**src/tpio_map.vh**
```
// Address map, field positions, reset values and action codes of the
// timer pin I/O mode block.
// Assumes it is included by bare name from every design file that needs it.
`ifndef TPIO_MAP_VH
`define TPIO_MAP_VH

`define TPIO_ADDR_W 8
`define TPIO_DATA_W 16
`define TPIO_CTL_W 8
`define TPIO_FIELD_W 4

`define TPIO_OFS_CH5_IO 8'h00
`define TPIO_OFS_CH0_IOH 8'h04
`define TPIO_OFS_CH5_GRB 8'h08
`define TPIO_OFS_CH0_GRA 8'h0c
`define TPIO_OFS_STATUS 8'h10
`define TPIO_OFS_PINS 8'h14
`define TPIO_OFS_MODES 8'h18

`define TPIO_CH5_FIELD_LSB 4
`define TPIO_CH0_FIELD_LSB 0

`define TPIO_FLD_FUNC 3
`define TPIO_FLD_LEVEL 2
`define TPIO_FLD_ACT_HI 1
`define TPIO_FLD_ACT_LO 0

`define TPIO_ACT_OFF 2'h0
`define TPIO_ACT_LOW 2'h1
`define TPIO_ACT_HIGH 2'h2
`define TPIO_ACT_TOGGLE 2'h3

`define TPIO_CTL_RESET 8'h00
`define TPIO_GR_RESET 16'hffff
`define TPIO_STATUS_RESET 4'h0

`define TPIO_ST_CH5_MATCH 0
`define TPIO_ST_CH5_CAPT 1
`define TPIO_ST_CH0_MATCH 2
`define TPIO_ST_CH0_CAPT 3
`define TPIO_ST_W 4

`endif

```
**src/tpio_top.v**
```verilog
// Overview of operation
// - Level bit 0: output starts low.
// - Level bit 1: output starts high.
// - Action 00 disables pin; 01 drives low.
// - Action 10 drives pin high on match.
// - Action 11 toggles pin on match.
// - Top bit 1 captures; 00 rising edge.
// - Capture action 01 uses falling edge.
// - Capture action 1x uses both edges.
// - Channel 5 capture ignores level bit.
// - Channel 0 level 0 captures own pin.
// - Channel 0 pattern 11xx uses channel 1.
// - Then capture on each channel 1 count.
//
// Top of the timer pin I/O mode block: register port, control fields,
// and the two general register channels.
// Assumes counters and the channel 1 count event come from the timer core.
`timescale 1ns/1ps
`include "tpio_map.vh"

module tpio_top #(
  parameter CNT_W = 16
) (
  input wire I_REF_CLK,
  input wire I_RESET,
  input wire [7:0] I_ADDR,
  input wire [15:0] I_WDATA,
  input wire I_WR,
  input wire I_RD,
  output reg [15:0] O_RDATA,
  input wire [CNT_W-1:0] I_CH5_COUNTER,
  input wire [CNT_W-1:0] I_CH0_COUNTER,
  input wire I_CH1_COUNTER_EVT,
  input wire I_CH5_B_CAPTURE_COMPARE_PIN_I,
  output wire O_CH5_B_CAPTURE_COMPARE_PIN_O,
  output wire O_CH5_B_CAPTURE_COMPARE_PIN_OE,
  input wire I_CH0_A_CAPTURE_COMPARE_PIN_I,
  output wire O_CH0_A_CAPTURE_COMPARE_PIN_O,
  output wire O_CH0_A_CAPTURE_COMPARE_PIN_OE,
  output wire O_CH5_GENERAL_REG_B_EVENT,
  output wire O_CH0_GENERAL_REG_A_EVENT
);

  reg [7:0] timer_ch5_io_control_q;
  reg [7:0] timer_ch0_io_control_high_q;
  reg [`TPIO_ST_W-1:0] status_q;
  reg [`TPIO_ST_W-1:0] status_d;
  reg ch5_field_wr_q;
  reg ch0_field_wr_q;
  reg ch5_event_q;
  reg ch0_event_q;
  reg [15:0] rdata_d;

  wire [3:0] ch5_field;
  wire [3:0] ch0_field;
  wire wr_ch5_io;
  wire wr_ch0_io;
  wire wr_ch5_gr;
  wire wr_ch0_gr;
  wire wr_status;

  wire ch5_capture;
  wire ch5_drive;
  wire ch5_init_level;
  wire [1:0] ch5_action;
  wire ch5_cap_rise;
  wire ch5_cap_fall;
  wire ch5_cap_alt;
  wire ch0_capture;
  wire ch0_drive;
  wire ch0_init_level;
  wire [1:0] ch0_action;
  wire ch0_cap_rise;
  wire ch0_cap_fall;
  wire ch0_cap_alt;

  wire [CNT_W-1:0] ch5_general_reg_b;
  wire [CNT_W-1:0] ch0_general_reg_a;
  wire ch5_match;
  wire ch5_capt;
  wire ch0_match;
  wire ch0_capt;
  wire ch5_pin_q;
  wire ch5_pin_oe_q;
  wire ch0_pin_q;
  wire ch0_pin_oe_q;

  function hit;
    input [7:0] addr;
    input [7:0] ofs;
    begin
      hit = (addr == ofs);
    end
  endfunction

  assign wr_ch5_io = I_WR && hit(I_ADDR, `TPIO_OFS_CH5_IO);
  assign wr_ch0_io = I_WR && hit(I_ADDR, `TPIO_OFS_CH0_IOH);
  assign wr_ch5_gr = I_WR && hit(I_ADDR, `TPIO_OFS_CH5_GRB);
  assign wr_ch0_gr = I_WR && hit(I_ADDR, `TPIO_OFS_CH0_GRA);
  assign wr_status = I_WR && hit(I_ADDR, `TPIO_OFS_STATUS);

  assign ch5_field = timer_ch5_io_control_q[`TPIO_CH5_FIELD_LSB+3:`TPIO_CH5_FIELD_LSB];
  assign ch0_field = timer_ch0_io_control_high_q[`TPIO_CH0_FIELD_LSB+3:`TPIO_CH0_FIELD_LSB];

  // The whole control byte is stored; only the field above steers the channel.
  always @(posedge I_REF_CLK) begin
    if (I_RESET) begin
      timer_ch5_io_control_q <= `TPIO_CTL_RESET;
      timer_ch0_io_control_high_q <= `TPIO_CTL_RESET;
      ch5_field_wr_q <= 1'b0;
      ch0_field_wr_q <= 1'b0;
    end else begin
      ch5_field_wr_q <= wr_ch5_io;
      ch0_field_wr_q <= wr_ch0_io;
      if (wr_ch5_io) begin
        timer_ch5_io_control_q <= I_WDATA[7:0];
      end
      if (wr_ch0_io) begin
        timer_ch0_io_control_high_q <= I_WDATA[7:0];
      end
    end
  end

  tpio_decode #(
    .ALT_SRC(0)
  ) u_dec_ch5 (
    .i_field(ch5_field),
    .o_capture(ch5_capture),
    .o_drive(ch5_drive),
    .o_init_level(ch5_init_level),
    .o_action(ch5_action),
    .o_cap_rise(ch5_cap_rise),
    .o_cap_fall(ch5_cap_fall),
    .o_cap_alt(ch5_cap_alt)
  );

  tpio_decode #(
    .ALT_SRC(1)
  ) u_dec_ch0 (
    .i_field(ch0_field),
    .o_capture(ch0_capture),
    .o_drive(ch0_drive),
    .o_init_level(ch0_init_level),
    .o_action(ch0_action),
    .o_cap_rise(ch0_cap_rise),
    .o_cap_fall(ch0_cap_fall),
    .o_cap_alt(ch0_cap_alt)
  );

  // The field write is delayed one cycle so the decoder already sees the
  // new field when the starting level is loaded.
  tpio_chan #(
    .CNT_W(CNT_W)
  ) u_ch5_b (
    .i_clk(I_REF_CLK),
    .i_rst(I_RESET),
    .i_field_wr(ch5_field_wr_q),
    .i_capture(ch5_capture),
    .i_drive(ch5_drive),
    .i_init_level(ch5_init_level),
    .i_action(ch5_action),
    .i_cap_rise(ch5_cap_rise),
    .i_cap_fall(ch5_cap_fall),
    .i_cap_alt(ch5_cap_alt),
    .i_alt_evt(1'b0),
    .i_count(I_CH5_COUNTER),
    .i_pin(I_CH5_B_CAPTURE_COMPARE_PIN_I),
    .i_gr_wr(wr_ch5_gr),
    .i_gr_wdata(I_WDATA[CNT_W-1:0]),
    .o_gr_q(ch5_general_reg_b),
    .o_pin_q(ch5_pin_q),
    .o_pin_oe_q(ch5_pin_oe_q),
    .o_match_q(ch5_match),
    .o_capt_q(ch5_capt)
  );

  tpio_chan #(
    .CNT_W(CNT_W)
  ) u_ch0_a (
    .i_clk(I_REF_CLK),
    .i_rst(I_RESET),
    .i_field_wr(ch0_field_wr_q),
    .i_capture(ch0_capture),
    .i_drive(ch0_drive),
    .i_init_level(ch0_init_level),
    .i_action(ch0_action),
    .i_cap_rise(ch0_cap_rise),
    .i_cap_fall(ch0_cap_fall),
    .i_cap_alt(ch0_cap_alt),
    .i_alt_evt(I_CH1_COUNTER_EVT),
    .i_count(I_CH0_COUNTER),
    .i_pin(I_CH0_A_CAPTURE_COMPARE_PIN_I),
    .i_gr_wr(wr_ch0_gr),
    .i_gr_wdata(I_WDATA[CNT_W-1:0]),
    .o_gr_q(ch0_general_reg_a),
    .o_pin_q(ch0_pin_q),
    .o_pin_oe_q(ch0_pin_oe_q),
    .o_match_q(ch0_match),
    .o_capt_q(ch0_capt)
  );

  assign O_CH5_B_CAPTURE_COMPARE_PIN_O = ch5_pin_q;
  assign O_CH5_B_CAPTURE_COMPARE_PIN_OE = ch5_pin_oe_q;
  assign O_CH0_A_CAPTURE_COMPARE_PIN_O = ch0_pin_q;
  assign O_CH0_A_CAPTURE_COMPARE_PIN_OE = ch0_pin_oe_q;
  assign O_CH5_GENERAL_REG_B_EVENT = ch5_event_q;
  assign O_CH0_GENERAL_REG_A_EVENT = ch0_event_q;

  // Sticky event flags, cleared by writing one; a new event in the clearing
  // cycle survives the clear.
  always @* begin
    status_d = status_q;
    if (wr_status) begin
      status_d = status_q & ~I_WDATA[`TPIO_ST_W-1:0];
    end
    if (ch5_match) begin
      status_d[`TPIO_ST_CH5_MATCH] = 1'b1;
    end
    if (ch5_capt) begin
      status_d[`TPIO_ST_CH5_CAPT] = 1'b1;
    end
    if (ch0_match) begin
      status_d[`TPIO_ST_CH0_MATCH] = 1'b1;
    end
    if (ch0_capt) begin
      status_d[`TPIO_ST_CH0_CAPT] = 1'b1;
    end
  end

  always @(posedge I_REF_CLK) begin
    if (I_RESET) begin
      status_q <= `TPIO_STATUS_RESET;
      ch5_event_q <= 1'b0;
      ch0_event_q <= 1'b0;
    end else begin
      status_q <= status_d;
      ch5_event_q <= ch5_match || ch5_capt;
      ch0_event_q <= ch0_match || ch0_capt;
    end
  end

  // Read mux; unmapped offsets read as zero.
  always @* begin
    rdata_d = 16'h0000;
    case (I_ADDR)
      `TPIO_OFS_CH5_IO: rdata_d = {8'h00, timer_ch5_io_control_q};
      `TPIO_OFS_CH0_IOH: rdata_d = {8'h00, timer_ch0_io_control_high_q};
      `TPIO_OFS_CH5_GRB: rdata_d = ch5_general_reg_b;
      `TPIO_OFS_CH0_GRA: rdata_d = ch0_general_reg_a;
      `TPIO_OFS_STATUS: rdata_d = {12'h000, status_q};
      `TPIO_OFS_PINS: rdata_d = {8'h00, I_CH0_A_CAPTURE_COMPARE_PIN_I, ch0_pin_oe_q,
        ch0_pin_q, 1'b0, I_CH5_B_CAPTURE_COMPARE_PIN_I, ch5_pin_oe_q, ch5_pin_q, 1'b0};
      `TPIO_OFS_MODES: rdata_d = {8'h00, ch0_cap_alt, ch0_cap_fall, ch0_cap_rise,
        ch0_capture, ch5_cap_alt, ch5_cap_fall, ch5_cap_rise, ch5_capture};
      default: rdata_d = 16'h0000;
    endcase
  end

  // Read data stand only in the cycle after the strobe, zero otherwise.
  always @(posedge I_REF_CLK) begin
    if (I_RESET) begin
      O_RDATA <= 16'h0000;
    end else if (I_RD) begin
      O_RDATA <= rdata_d;
    end else begin
      O_RDATA <= 16'h0000;
    end
  end

endmodule // tpio_top

```
**src/tpio_decode.v**
```verilog
// Combinational decoder of one four-bit pin I/O control field.
// Assumes the field comes straight from a control register flip-flop.
`timescale 1ns/1ps
`include "tpio_map.vh"

module tpio_decode #(
  parameter ALT_SRC = 0
) (
  input wire [3:0] i_field,
  output reg o_capture,
  output reg o_drive,
  output reg o_init_level,
  output reg [1:0] o_action,
  output reg o_cap_rise,
  output reg o_cap_fall,
  output reg o_cap_alt
);

  always @* begin
    o_capture = i_field[`TPIO_FLD_FUNC];
    o_action = i_field[`TPIO_FLD_ACT_HI:`TPIO_FLD_ACT_LO];
    o_init_level = i_field[`TPIO_FLD_LEVEL];
    o_drive = 1'b0;
    o_cap_rise = 1'b0;
    o_cap_fall = 1'b0;
    o_cap_alt = 1'b0;
    if (!o_capture) begin
      o_drive = (o_action != `TPIO_ACT_OFF);
    end else if ((ALT_SRC != 0) && i_field[`TPIO_FLD_LEVEL]) begin
      o_cap_alt = 1'b1;
    end else begin
      // Channel 5 never looks at the level bit here, so it falls through.
      o_cap_rise = (o_action == 2'h0) || o_action[1];
      o_cap_fall = (o_action == 2'h1) || o_action[1];
    end
  end

endmodule // tpio_decode

```
**src/tpio_chan.v**
```verilog
// One general register with its compare output pin and capture input.
// Assumes the counter value and pin input are synchronous to the clock.
`timescale 1ns/1ps
`include "tpio_map.vh"

module tpio_chan #(
  parameter CNT_W = 16
) (
  input wire i_clk,
  input wire i_rst,
  input wire i_field_wr,
  input wire i_capture,
  input wire i_drive,
  input wire i_init_level,
  input wire [1:0] i_action,
  input wire i_cap_rise,
  input wire i_cap_fall,
  input wire i_cap_alt,
  input wire i_alt_evt,
  input wire [CNT_W-1:0] i_count,
  input wire i_pin,
  input wire i_gr_wr,
  input wire [CNT_W-1:0] i_gr_wdata,
  output reg [CNT_W-1:0] o_gr_q,
  output reg o_pin_q,
  output reg o_pin_oe_q,
  output reg o_match_q,
  output reg o_capt_q
);

  reg pin_prev_q;
  wire match;
  wire capt;

  assign match = !i_capture && (i_count == o_gr_q);
  assign capt = i_capture && (i_cap_alt ? i_alt_evt :
    ((i_cap_rise && i_pin && !pin_prev_q) || (i_cap_fall && !i_pin && pin_prev_q)));

  always @(posedge i_clk) begin
    if (i_rst) begin
      o_gr_q <= `TPIO_GR_RESET;
      o_pin_q <= 1'b0;
      o_pin_oe_q <= 1'b0;
      o_match_q <= 1'b0;
      o_capt_q <= 1'b0;
      pin_prev_q <= 1'b0;
    end else begin
      pin_prev_q <= i_pin;
      o_match_q <= match;
      o_capt_q <= capt;
      o_pin_oe_q <= i_drive;
      // A capture beats a software write of the same cycle.
      if (capt) begin
        o_gr_q <= i_count;
      end else if (i_gr_wr) begin
        o_gr_q <= i_gr_wdata;
      end
      if (i_field_wr && i_drive) begin
        o_pin_q <= i_init_level;
      end else if (match && i_drive) begin
        case (i_action)
          `TPIO_ACT_LOW: o_pin_q <= 1'b0;
          `TPIO_ACT_HIGH: o_pin_q <= 1'b1;
          `TPIO_ACT_TOGGLE: o_pin_q <= !o_pin_q;
          default: o_pin_q <= o_pin_q;
        endcase
      end
    end
  end

endmodule // tpio_chan

```
**config.mk**
```make
export PLATFORM = sky130hd
export DESIGN_NAME = tpio_top
export DESIGN_NICKNAME = d
export VERILOG_FILES = /design/src/tpio_top.v /design/src/tpio_decode.v /design/src/tpio_chan.v
export VERILOG_INCLUDE_DIRS = /design/src /design/src/src
export SDC_FILE = /design/constraint.sdc
export NUM_CORES = 1
export LEC_CHECK = 0
export ABC_AREA = 1
export BUFFER_PORTS_ARGS = -buffer_cell sky130_fd_sc_hd__buf_4
export CORE_ASPECT_RATIO = 0.6
export CORE_MARGIN = 2
export CORE_UTILIZATION = 59
export CTS_CLUSTER_SIZE = 14
export DETAILED_ROUTE_END_ITERATION = 16
export PLACE_DENSITY = 0.86
export RECOVER_POWER = 100
export SYNTH_ARGS = -nofsm -noshare
export SYNTH_HDL_FRONTEND = slang
export SYNTH_SLANG_ARGS = --single-unit
```
**constraint.sdc**
```tcl
create_clock -name I_REF_CLK -period 3.2 [get_ports I_REF_CLK]
set_clock_uncertainty 0.1 [all_clocks]
set_input_delay 0.32 -clock I_REF_CLK [delete_from_list [all_inputs] [get_ports I_REF_CLK]]
set_output_delay 0.32 -clock I_REF_CLK [all_outputs]
set_load 0.01 [all_outputs]
```
# Word level (Yosys, flattened, before mapping)
# Index checks and enable logic that the tools add are counted.
# word_totals
elab_cells,122
output_inout_bits,22
register_bits,82
# op_classes
muxes,27
n_eq_ne,14
reduce_logical,55
bitwise,3
# op_table
cell,n
16-bit case mux with 7 select lines,1
16-bit two-way mux,4
16-bit == test,2
"8-bit by 5-bit == test with 1-bit output, second input constant",3
1-bit logical AND,21
2-bit nonzero test,10
1-bit two-way mux,19
"8-bit by 4-bit == test with 1-bit output, second input constant",2
"2-bit == test, second input constant",4
"8-bit by 3-bit == test with 1-bit output, second input constant",1
1-bit zero test,8
8-bit zero test,1
1-bit logical OR,8
4-bit nonzero test,2
1-bit case mux with 3 select lines,2
4-bit bitwise AND,1
"2-bit by 1-bit == test with 1-bit output, second input constant",2
2-bit zero test,2
4-bit two-way mux,1
4-bit inverter,1
2-bit AND reduction,2
2-bit OR reduction,1
1-bit inverter,1

# Longest topological paths before layout
# Gate-level depths: netlist of the first run.
# logic_depth
ltp_word,10
ltp_mapped,12

# Modules after synthesis
# From an unflattened synthesis of the first run, not the netlist that was laid out.
# unflattened
hier_cells,663
hier_area_um2,4727.0
# modules_own_cells
module,cells_each,instances,area_per_inst_um2
tpio_chan,179,2,1328.8
tpio_top,279,1,1936.9
tpio_decode at u_dec_ch0,14,1,67.6
tpio_decode at u_dec_ch5,12,1,65.1

# Worst setup path after synthesis of the first run
# Ideal clock, no wire load.
# synth_path
kind,register to register
startpoint,reg timer_ch5_io_control_q[4]
endpoint,reg u_ch5_b.o_gr_q[1]
arrival_time_ns,1.449
path_stages_with_launch,9
synth_period_minus_slack_ns,1.687
setup_slack_ns,1.513
cell_sequence,dfxtp_1 -> inv_1 -> ha_1 -> or2_1 -> o21ai_2 -> o21ai_2 -> buf_2 -> o21ai_0 -> o211ai_1
# synth_via
elab_chain_cells,8
elab_cells_between_ends,14
cone_classes,1 x eq/ne; 3 x mux; 10 x reduce/logical
# synth_lines
item,line,text
"start, declared",tpio_top.v:44,reg [7:0] timer_ch5_io_control_q;
"start signal, assigned",tpio_top.v:108,timer_ch5_io_control_q <= `TPIO_CTL_RESET;
"start signal, assigned",tpio_top.v:116,timer_ch5_io_control_q <= I_WDATA[7:0];
2-bit by 1-bit == test with 1-bit output / 2-bit zero test (equally long branches),"tpio_decode.v:34, tpio_decode.v:33",
1-bit logical OR (on tied branches),"tpio_decode.v:34, tpio_decode.v:33",
1-bit two-way mux,tpio_decode.v:27,if (!o_capture) begin
1-bit logical AND (2 in series),tpio_chan.v:37,((i_cap_rise && i_pin && !pin_prev_q) || (i_cap_fall && !i_pin && pin_prev_q)));
1-bit logical OR (*),tpio_chan.v:37,
1-bit logical AND (*),tpio_chan.v:36,assign capt = i_capture && (i_cap_alt ? i_alt_evt :
16-bit two-way mux / 2-bit nonzero test (equally long branches),n/a,
"end signal, assigned",tpio_chan.v:41,o_gr_q <= `TPIO_GR_RESET;
"end signal, assigned",tpio_chan.v:54,o_gr_q <= i_count;
"end signal, assigned",tpio_chan.v:56,o_gr_q <= i_gr_wdata;
"end, declared",tpio_chan.v:24,"output reg [CNT_W-1:0] o_gr_q,"
# Every way passes the cells marked *; elsewhere a longest branch is shown, timed or not.
# A chain may end at the register's enable or synchronous reset.

# Worst setup path after layout of the first run
# layout_path
startpoint,reg timer_ch0_io_control_high_q[3]
endpoint,reg u_ch0_a.o_gr_q[1]
# layout_via
elab_chain_cells,7
elab_cells_between_ends,12
cone_classes,5 x mux; 7 x reduce/logical
# layout_lines
item,line,text
"start, declared",tpio_top.v:45,reg [7:0] timer_ch0_io_control_high_q;
"start signal, assigned",tpio_top.v:109,timer_ch0_io_control_high_q <= `TPIO_CTL_RESET;
"start signal, assigned",tpio_top.v:119,timer_ch0_io_control_high_q <= I_WDATA[7:0];
1-bit two-way mux,tpio_decode.v:27,
1-bit logical AND (2 in series),tpio_chan.v:37,
1-bit logical OR,tpio_chan.v:37,
1-bit two-way mux,tpio_chan.v:36,
1-bit logical AND (*),tpio_chan.v:36,
16-bit two-way mux / 2-bit nonzero test (equally long branches),n/a,
"end signal, assigned",tpio_chan.v:41,
"end signal, assigned",tpio_chan.v:54,
"end signal, assigned",tpio_chan.v:56,
"end, declared",tpio_chan.v:24,
# Marked as above.

==> metrics.csv, run 1 <==
stage,metric,value,unit
timing,setup repair after global routing missed its margin,no,
clock_network,post-cts resize count,0,
routing,via count,4407,
clock_network,postcts setup bufs,0,
die,overall die area,0.00779,mm^2
logic_synthesis,total of flip-flops plus latches after synthesis,82,
logic_synthesis,combined area of all synthesized cells,0.00418,mm^2
worst_setup_path,number of buffer and inverter instances along the worst setup path,0,
logic_synthesis,"area leader, netlist",dfxtp_1,
worst_setup_path,cell occurring most often along the worst timing path,nand2_1,
timing,clock period minus final worst setup slack,2.58,ns
worst_setup_path,worst stage delay on the critical path,0.70,ns
routing,Via-to-Cell Ratio,5.75,
worst_setup_path,Critical path origin,timer_ch0_io_control_high_q[3],
global_routing,largest net degree at the start of global routing,35,
place,number of buffers added on ports,84,
worst_setup_path,data arrival time of the critical path,2.75,ns
layout,ANT cells,0,
power_and_ir_drop,P per Cell Area,493,mW/mm^2
worst_setup_path,worst reg2reg path startpoint,timer_ch0_io_control_high_q[3],
layout,share of layout cells above drive strength 1,0.143,
logic_synthesis,number of cells produced by synthesis,597,
worst_setup_path,worst path required time,3.37,ns
hold_path,"Endpoint, Worst Hold",u_ch0_a.o_gr_q[11],
clock_network,root cell of the clock tree,clkbuf_16,
worst_setup_path,cell breakdown of the critical path,"nand2_1, or2_0, nand2_1, o21a_1, nand2_1, nand3_1",
logic_synthesis,library cell with the highest instance count after synthesis,nand2_1,
logic_synthesis,most instantiated flip-flop cell in the synthesis netlist,dfxtp_1,
place,GP Congestion,1.00,
layout,Layout Cell Area excl Fill,0.00506,mm^2
clock_network,clock tree from TritonCTS,done,
timing,total count of hold-check failures in the final report,0,
global_routing,overall global routing resource usage,0.331,
worst_setup_path,capturing point of the worst reg2reg path,u_ch0_a.o_gr_q[1],
clock_network,CTS sink cnt,82,
place,placed wire-length estimate after detailed placement,9.51,mm
die,die outline width,113,um
power_and_ir_drop,VDD IR-drop max,0.394,mV
clock_network,Clock Tree Buf Depth,2,
clock_network,Worst-Skew Late Latency,0.35,ns
clock_network,number of buffers inserted for hold repair after clock tree synthesis,0,
timing,actual slew at the worst max-slew pin,0.959,ns
global_routing,vias in the first global route,3962,
logic_synthesis,largest cells by area after synthesis,"dfxtp_1 39%, nand2_1 9.6%, inv_1 7.5%",
clock_network,number of buffers inserted during clock tree synthesis,9,
logic_synthesis,Yosys warning total,0,
place,pre-CTS setup slack,1.02,ns
worst_setup_path,kind of cell with the highest combined delay on the critical path,simple AND/OR/NAND/NOR gates,
timing,max-slew violation count,0,
hold_path,startpoint of the worst hold path,I_CH0_COUNTER[11],
power_and_ir_drop,Static Leakage,2.41,nW
die,core region area,0.00676,mm^2
logic_synthesis,Post-Syn Nets,664,
global_routing,GRT overflow,0,
die,row cnt,23,
clock_network,Worst-path clk slew,0.06,ns
die,Initial Util,0.618,
status,outcome,completed,
worst_setup_path,critical path type,flip-flop to flip-flop,
logic_synthesis,fraction of synthesized cell area taken by the top area cell type,0.393,
worst_setup_path,maximum fanout along the worst path,34,
logic_synthesis,Post-Syn Area per Cell,7.00,um^2
timing,Sum Neg Setup Slack,0,ns
routing,number of DRC violations after detailed-routing iteration 0,802,
logic_synthesis,Synth top cells by count,"107 x nand2_1, 84 x inv_1, 82 x dfxtp_1",
worst_setup_path,crit start category,flip-flop,
routing,routed length per instance,16.8,um
place,cell area after placement,0.00482,mm^2
worst_setup_path,depth of the worst register-to-register path,6,
timing,Final setup viols,0,
hold_path,classification of the worst-slack hold path,input port to flip-flop,
global_routing,initial antenna violation count,0,
flow_run,number of max-cap violations,0,
layout,area added between synthesis and finish,21.1,%
die,total I/O pin count,85,
routing,DRC violation count after routing,0,
routing,Pre-antenna DRT Iters,5,
layout,# fillers,546,
routing,final wirelength,12.8,mm
hold_path,number of instances on the worst hold path,3,
timing,Relative slew margins,0.359,
routing,Post-DRT Antenna Nets,0,
worst_setup_path,Register-to-Register Setup Slack,0.62,ns
worst_setup_path,crit end category,flip-flop,
global_routing,first-pass GRT wire length,20.2,mm
worst_setup_path,standard cell with the maximum stage delay on the critical path,nand2_1,
timing,final setup margin,0.622,ns
logic_synthesis,sequential area share after synthesis,0.393,
clock_network,H-tree Lvls,3,
layout,number of nets in the finished design,741,
timing,share of the clock period used by the worst path after layout,0.805,
logic_synthesis,"Distinct cells, synth",41,
logic_synthesis,async set-reset flop share out of synthesis,0,
timing,peak clock frequency supported by timing,388,MHz
logic_synthesis,number of flops mapped to enable cells by yosys,0,
die,Die Y,69.2,um
[worst max-delay path by stage]
stage	to	cells past startpoint
after floorplan	u_ch5_b.o_gr_q[1]	8
after global placement	O_RDATA[1]	4
after detailed placement	O_RDATA[0]	4
after CTS	u_ch5_b.o_gr_q[2]	9
after global routing	u_ch0_a.o_gr_q[6]	6
final	u_ch0_a.o_gr_q[1]	6
[power breakdown]
part / internal, mW / leakage (nW) / switching [mW] / total, mW
registers: 1.04 / 0.665 / 0.0149 / 1.05
logic: 0.0899 / 1.57 / 0.126 / 0.216
clock network: 0.805 / 0.169 / 0.420 / 1.23
total: 1.93 / 2.41 / 0.561 / 2.49
[final cells by class]
class	instances	area [um^2]	share of cell area
Multi-Input combinational cell	405	2050	0.406
Sequential cell	82	1640	0.325
Timing Repair Buffer	87	559	0.111
Inverter	89	338	0.0668
Clock buffer	12	256	0.0507
Tap cell	87	109	0.0215
Clock inverter	4	97.6	0.0193
[sequential cells by signal, summed over array words and instances (netlist names), 4 cells and up]
name,flops
O_RDATA,16
u_ch5_b.o_gr_q,16
timer_ch5_io_control_q,8
status_q,4
u_ch0_a.o_gr_q,16
timer_ch0_io_control_high_q,8
[stage by stage]
step	std cells	utilization	hold WS [ns]	power (mW)
floorplan	597	-	0.332	1.17
global placement	750	0.712	0.346	1.28
detailed placement	750	0.712	0.347	1.28
CTS	766	0.764	0.0977	2.49
global route	766	0.748	0.105	2.56
finish	766	0.748	0.102	2.49
[worst register-to-register path: stages (launching register included)]
cell	delay [ns]
dfxtp_1	0.48
nand2_1	0.15
or2_0	0.21
nand2_1	0.70
o21a_1	0.62
nand2_1	0.13
nand3_1	0.11
[routing by layer]
metal / track usage / vias to the layer above / share of wire
met5: 0 / - / 0
met4: 0.102 / 0 / 0.017
met3: 0.0962 / 25 / 0.13
met2: 0.464 / 274 / 0.42
met1: 0.490 / 1998 / 0.43
li1: - / 2110 / -
[cells by family (layout without fill, tap and decap cells)]
logic type,count (synthesis),count (layout),share of synthesized area
flops,82,82,0.393
xor+xnor,10,10,0.0210
buf+inv,110,192,0.110
compound gates,178,178,0.233
simple gates,213,213,0.231
fa+ha+maj,4,4,0.0120
[placed cells by master (no fill, tap or decap), drive strengths merged]
master and n:
nand2 115, clkbuf 38, xor2 2, a22oi 5
nand3b 1, o22ai 6, dfxtp 82, o211ai 14
nand4 3, or2 5, ha 4, inv 88
clkinv 1, o21bai 1, a31oi 1, nor3 6
a311oi 1, o21ai 104, o21a 1, xnor2 8
buf 61, nor2 54, a211oi 1, bufinv 3
nand3 29, a21oi 44, clkinvlp 1
Power figures use the tool's default switching activity.
==> run 2, diff against run 1 <==
- CORE_UTILIZATION: 59 -> 50
- PLACE_DENSITY: 0.86 -> 0.78
- clock period: 3.2 -> 2.3 ns (I/O delays scaled with it)
==> run 2 against run 1 <==
Net effect: critical path type unchanged; clock power grew 22%; register-to-register slack got worse by 0.45 ns; count of clock-buffer cells in the layout is the same; cell count increased by 2.9%; first-iteration DRC count down 36%; global-route usage decreased by 2.9 points; critical path depth grew 2; core utilization fell by 12 points; sequential power rose by 39%; total power rose by 31%; wire length grew 2.3%; worst hold slack worse by 0.077 ns.
==> metrics.csv, run 2 (synthesized netlist as in run 1, its figures left out) <==
stage,metric,value,unit
timing,max-slew violation count,0,
worst_setup_path,cell breakdown of the critical path,"inv_1, ha_1, or2_0, o21ai_2, o21ai_4, nand2_1, clkbuf_1, o211ai_1",
power_and_ir_drop,net switching component of the power,756,uW
layout,most common library cell in the layout ignoring fill and taps,nand2_1,
worst_setup_path,worst stage delay on the critical path,0.39,ns
status,outcome,completed,
clock_network,clock tree from TritonCTS,done,
power_and_ir_drop,P per Cell Area,648,mW/mm^2
worst_setup_path,capturing point of the worst reg2reg path,u_ch5_b.o_gr_q[13],
worst_setup_path,critical path type,flip-flop to flip-flop,
die,Die Y,74.8,um
worst_setup_path,crit end category,flip-flop,
timing,actual slew at the worst max-slew pin,0.936,ns
clock_network,Clock Tree Buf Depth,2,
worst_setup_path,data arrival time of the critical path,2.23,ns
worst_setup_path,worst reg2reg path startpoint,timer_ch5_io_control_q[4],
worst_setup_path,depth of the worst register-to-register path,8,
timing,final setup margin,0.169,ns
flow_run,number of max-cap violations,0,
place,pre-CTS setup slack,0.0332,ns
global_routing,overall global routing resource usage,0.302,
worst_setup_path,maximum fanout along the worst path,31,
hold_path,"Endpoint, Worst Hold",u_ch0_a.o_gr_q[10],
power_and_ir_drop,fraction of power consumed by the clock network,0.460,
routing,routed length per instance,16.7,um
place,number of placed instances with taps included,773,
layout,final standard cell count with taps included and fillers excluded,788,
clock_network,root cell of the clock tree,clkbuf_16,
die,die outline width,122,um
worst_setup_path,worst path required time,2.40,ns
power_and_ir_drop,cell-internal power,2.52,mW
timing,Sum Neg Setup Slack,0,ns
worst_setup_path,standard cell with the maximum stage delay on the critical path,dfxtp_1,
clock_network,Worst-path clk slew,0.06,ns
routing,number of DRC violations after detailed-routing iteration 0,510,
die,Initial Util,0.524,
clock_network,postcts setup bufs,0,
timing,total count of hold-check failures in the final report,0,
worst_setup_path,crit start category,flip-flop,
layout,ANT cells,0,
die,overall die area,0.00912,mm^2
power_and_ir_drop,part of the total power dissipated in sequential elements,0.448,
power_and_ir_drop,Static Leakage,2.40,nW
layout,area added between synthesis and finish,20.8,%
timing,Final setup viols,0,
clock_network,CTS sink cnt,82,
die,row cnt,25,
die,total I/O pin count,85,
timing,clock period minus final worst setup slack,2.13,ns
routing,Post-DRT Antenna Nets,0,
worst_setup_path,kind of cell with the highest combined delay on the critical path,compound AO/OA/AOI/OAI gates,
worst_setup_path,Register-to-Register Setup Slack,0.17,ns
global_routing,GRT overflow,0,
power_and_ir_drop,combinational group share of total power,0.092,
clock_network,number of buffers inserted for hold repair after clock tree synthesis,0,
power_and_ir_drop,VDD IR-drop max,0.482,mV
power_and_ir_drop,switch share,0.231,
clock_network,post-cts resize count,0,
timing,Relative slew margins,0.374,
clock_network,H-tree Lvls,3,
global_routing,largest net degree at the start of global routing,51,
die,core region area,0.00798,mm^2
clock_network,Worst-Skew Late Latency,0.34,ns
layout,largest registers,"O_RDATA x16, u_ch0_a.o_gr_q x16, u_ch5_b.o_gr_q x16",
clock_network,number of buffers inserted during clock tree synthesis,9,
routing,DRC violation count after routing,0,
layout,"leading cell types in the layout, fill and taps excluded","109 x nand2_1, 84 x inv_1, 82 x dfxtp_1",
hold_path,classification of the worst-slack hold path,input port to flip-flop,
place,GP Congestion,0.980,
hold_path,startpoint of the worst hold path,I_CH0_COUNTER[10],
routing,Pre-antenna DRT Iters,5,
routing,final wirelength,13.1,mm
place,number of buffers added on ports,84,
layout,number of nets in the finished design,743,
routing,Via-to-Cell Ratio,5.60,
timing,setup repair after global routing missed its margin,no,
global_routing,initial antenna violation count,0,
hold_path,number of instances on the worst hold path,3,
timing,peak clock frequency supported by timing,469,MHz
global_routing,first-pass GRT wire length,20.6,mm
layout,share of layout cells above drive strength 1,0.143,
worst_setup_path,number of buffer and inverter instances along the worst setup path,2,
layout,# fillers,750,
routing,via count,4410,
global_routing,vias in the first global route,3991,
layout,final cell utilization of the core,0.633,
timing,share of the clock period used by the worst path after layout,0.927,
place,placed wire-length estimate after detailed placement,9.78,mm
-- run 2: stage by stage --
| step | power (mW) | hold WS [ns] | instance area [um^2] |
|---|---|---|---|
| after global placement | 1.78 | 0.348 | 4860 |
| after global routing | 3.37 | 0.0390 | 5050 |
| after detailed placement | 1.79 | 0.353 | 4860 |
| final | 3.27 | 0.0250 | 5050 |
| after CTS | 3.28 | 0.0197 | 5160 |
| after floorplan | 1.63 | 0.260 | 4180 |
-- run 2: worst min-delay path: cells and delay by family --
kind | cells | cell delay [ns]
compound gates | 1 | 0.06
simple gates | 1 | 0.06
buf+inv | 1 | 0.09
-- run 2: layout make-up --
| cell class | count | area (um^2) | area share |
|---|---|---|---|
| multi-input combinational | 405 | 2060 | 0.407 |
| sequential | 82 | 1640 | 0.325 |
| timing repair buffer | 89 | 574 | 0.114 |
| inverter | 89 | 338 | 0.0669 |
| clock buffer | 12 | 236 | 0.0469 |
| tap | 108 | 135 | 0.0268 |
| clock inverter | 3 | 65.1 | 0.0129 |
-- run 2: how the worst max path moves through the flow --
stage / from / endpoint / slack [ns] / cells past startpoint
finish: timer_ch5_io_control_q[4] / u_ch5_b.o_gr_q[13] / 0.17 / 8
floorplan: timer_ch5_io_control_q[4] / u_ch5_b.o_gr_q[1] / 0.61 / 8
detailed placement: timer_ch5_io_control_q[5] / u_ch5_b.o_gr_q[11] / 0.03 / 8
CTS: timer_ch5_io_control_q[5] / u_ch5_b.o_gr_q[15] / 0.03 / 8
global route: timer_ch0_io_control_high_q[3] / u_ch0_a.o_gr_q[5] / 0.03 / 6
global placement: timer_ch5_io_control_q[5] / u_ch5_b.o_gr_q[4] / 0.21 / 10
-- run 2: layer usage --
layer / routed length (um) / track usage / vias up
met4: 265 / 0.0971 / 0
met2: 5190 / 0.436 / 256
li1: - / - / 2117
met3: 1740 / 0.0750 / 28
met5: 0 / 0 / -
met1: 5930 / 0.443 / 2009
-- run 2: power groups by stage --
stage               Combinational (mW)  Sequential (mW)  Clock (mW)
finish                           0.302             1.46        1.50
global route                     0.331             1.47        1.57
CTS                              0.300             1.46        1.52
detailed placement               0.298             1.49           0
global placement                 0.290             1.49           0
floorplan                        0.147             1.49           0
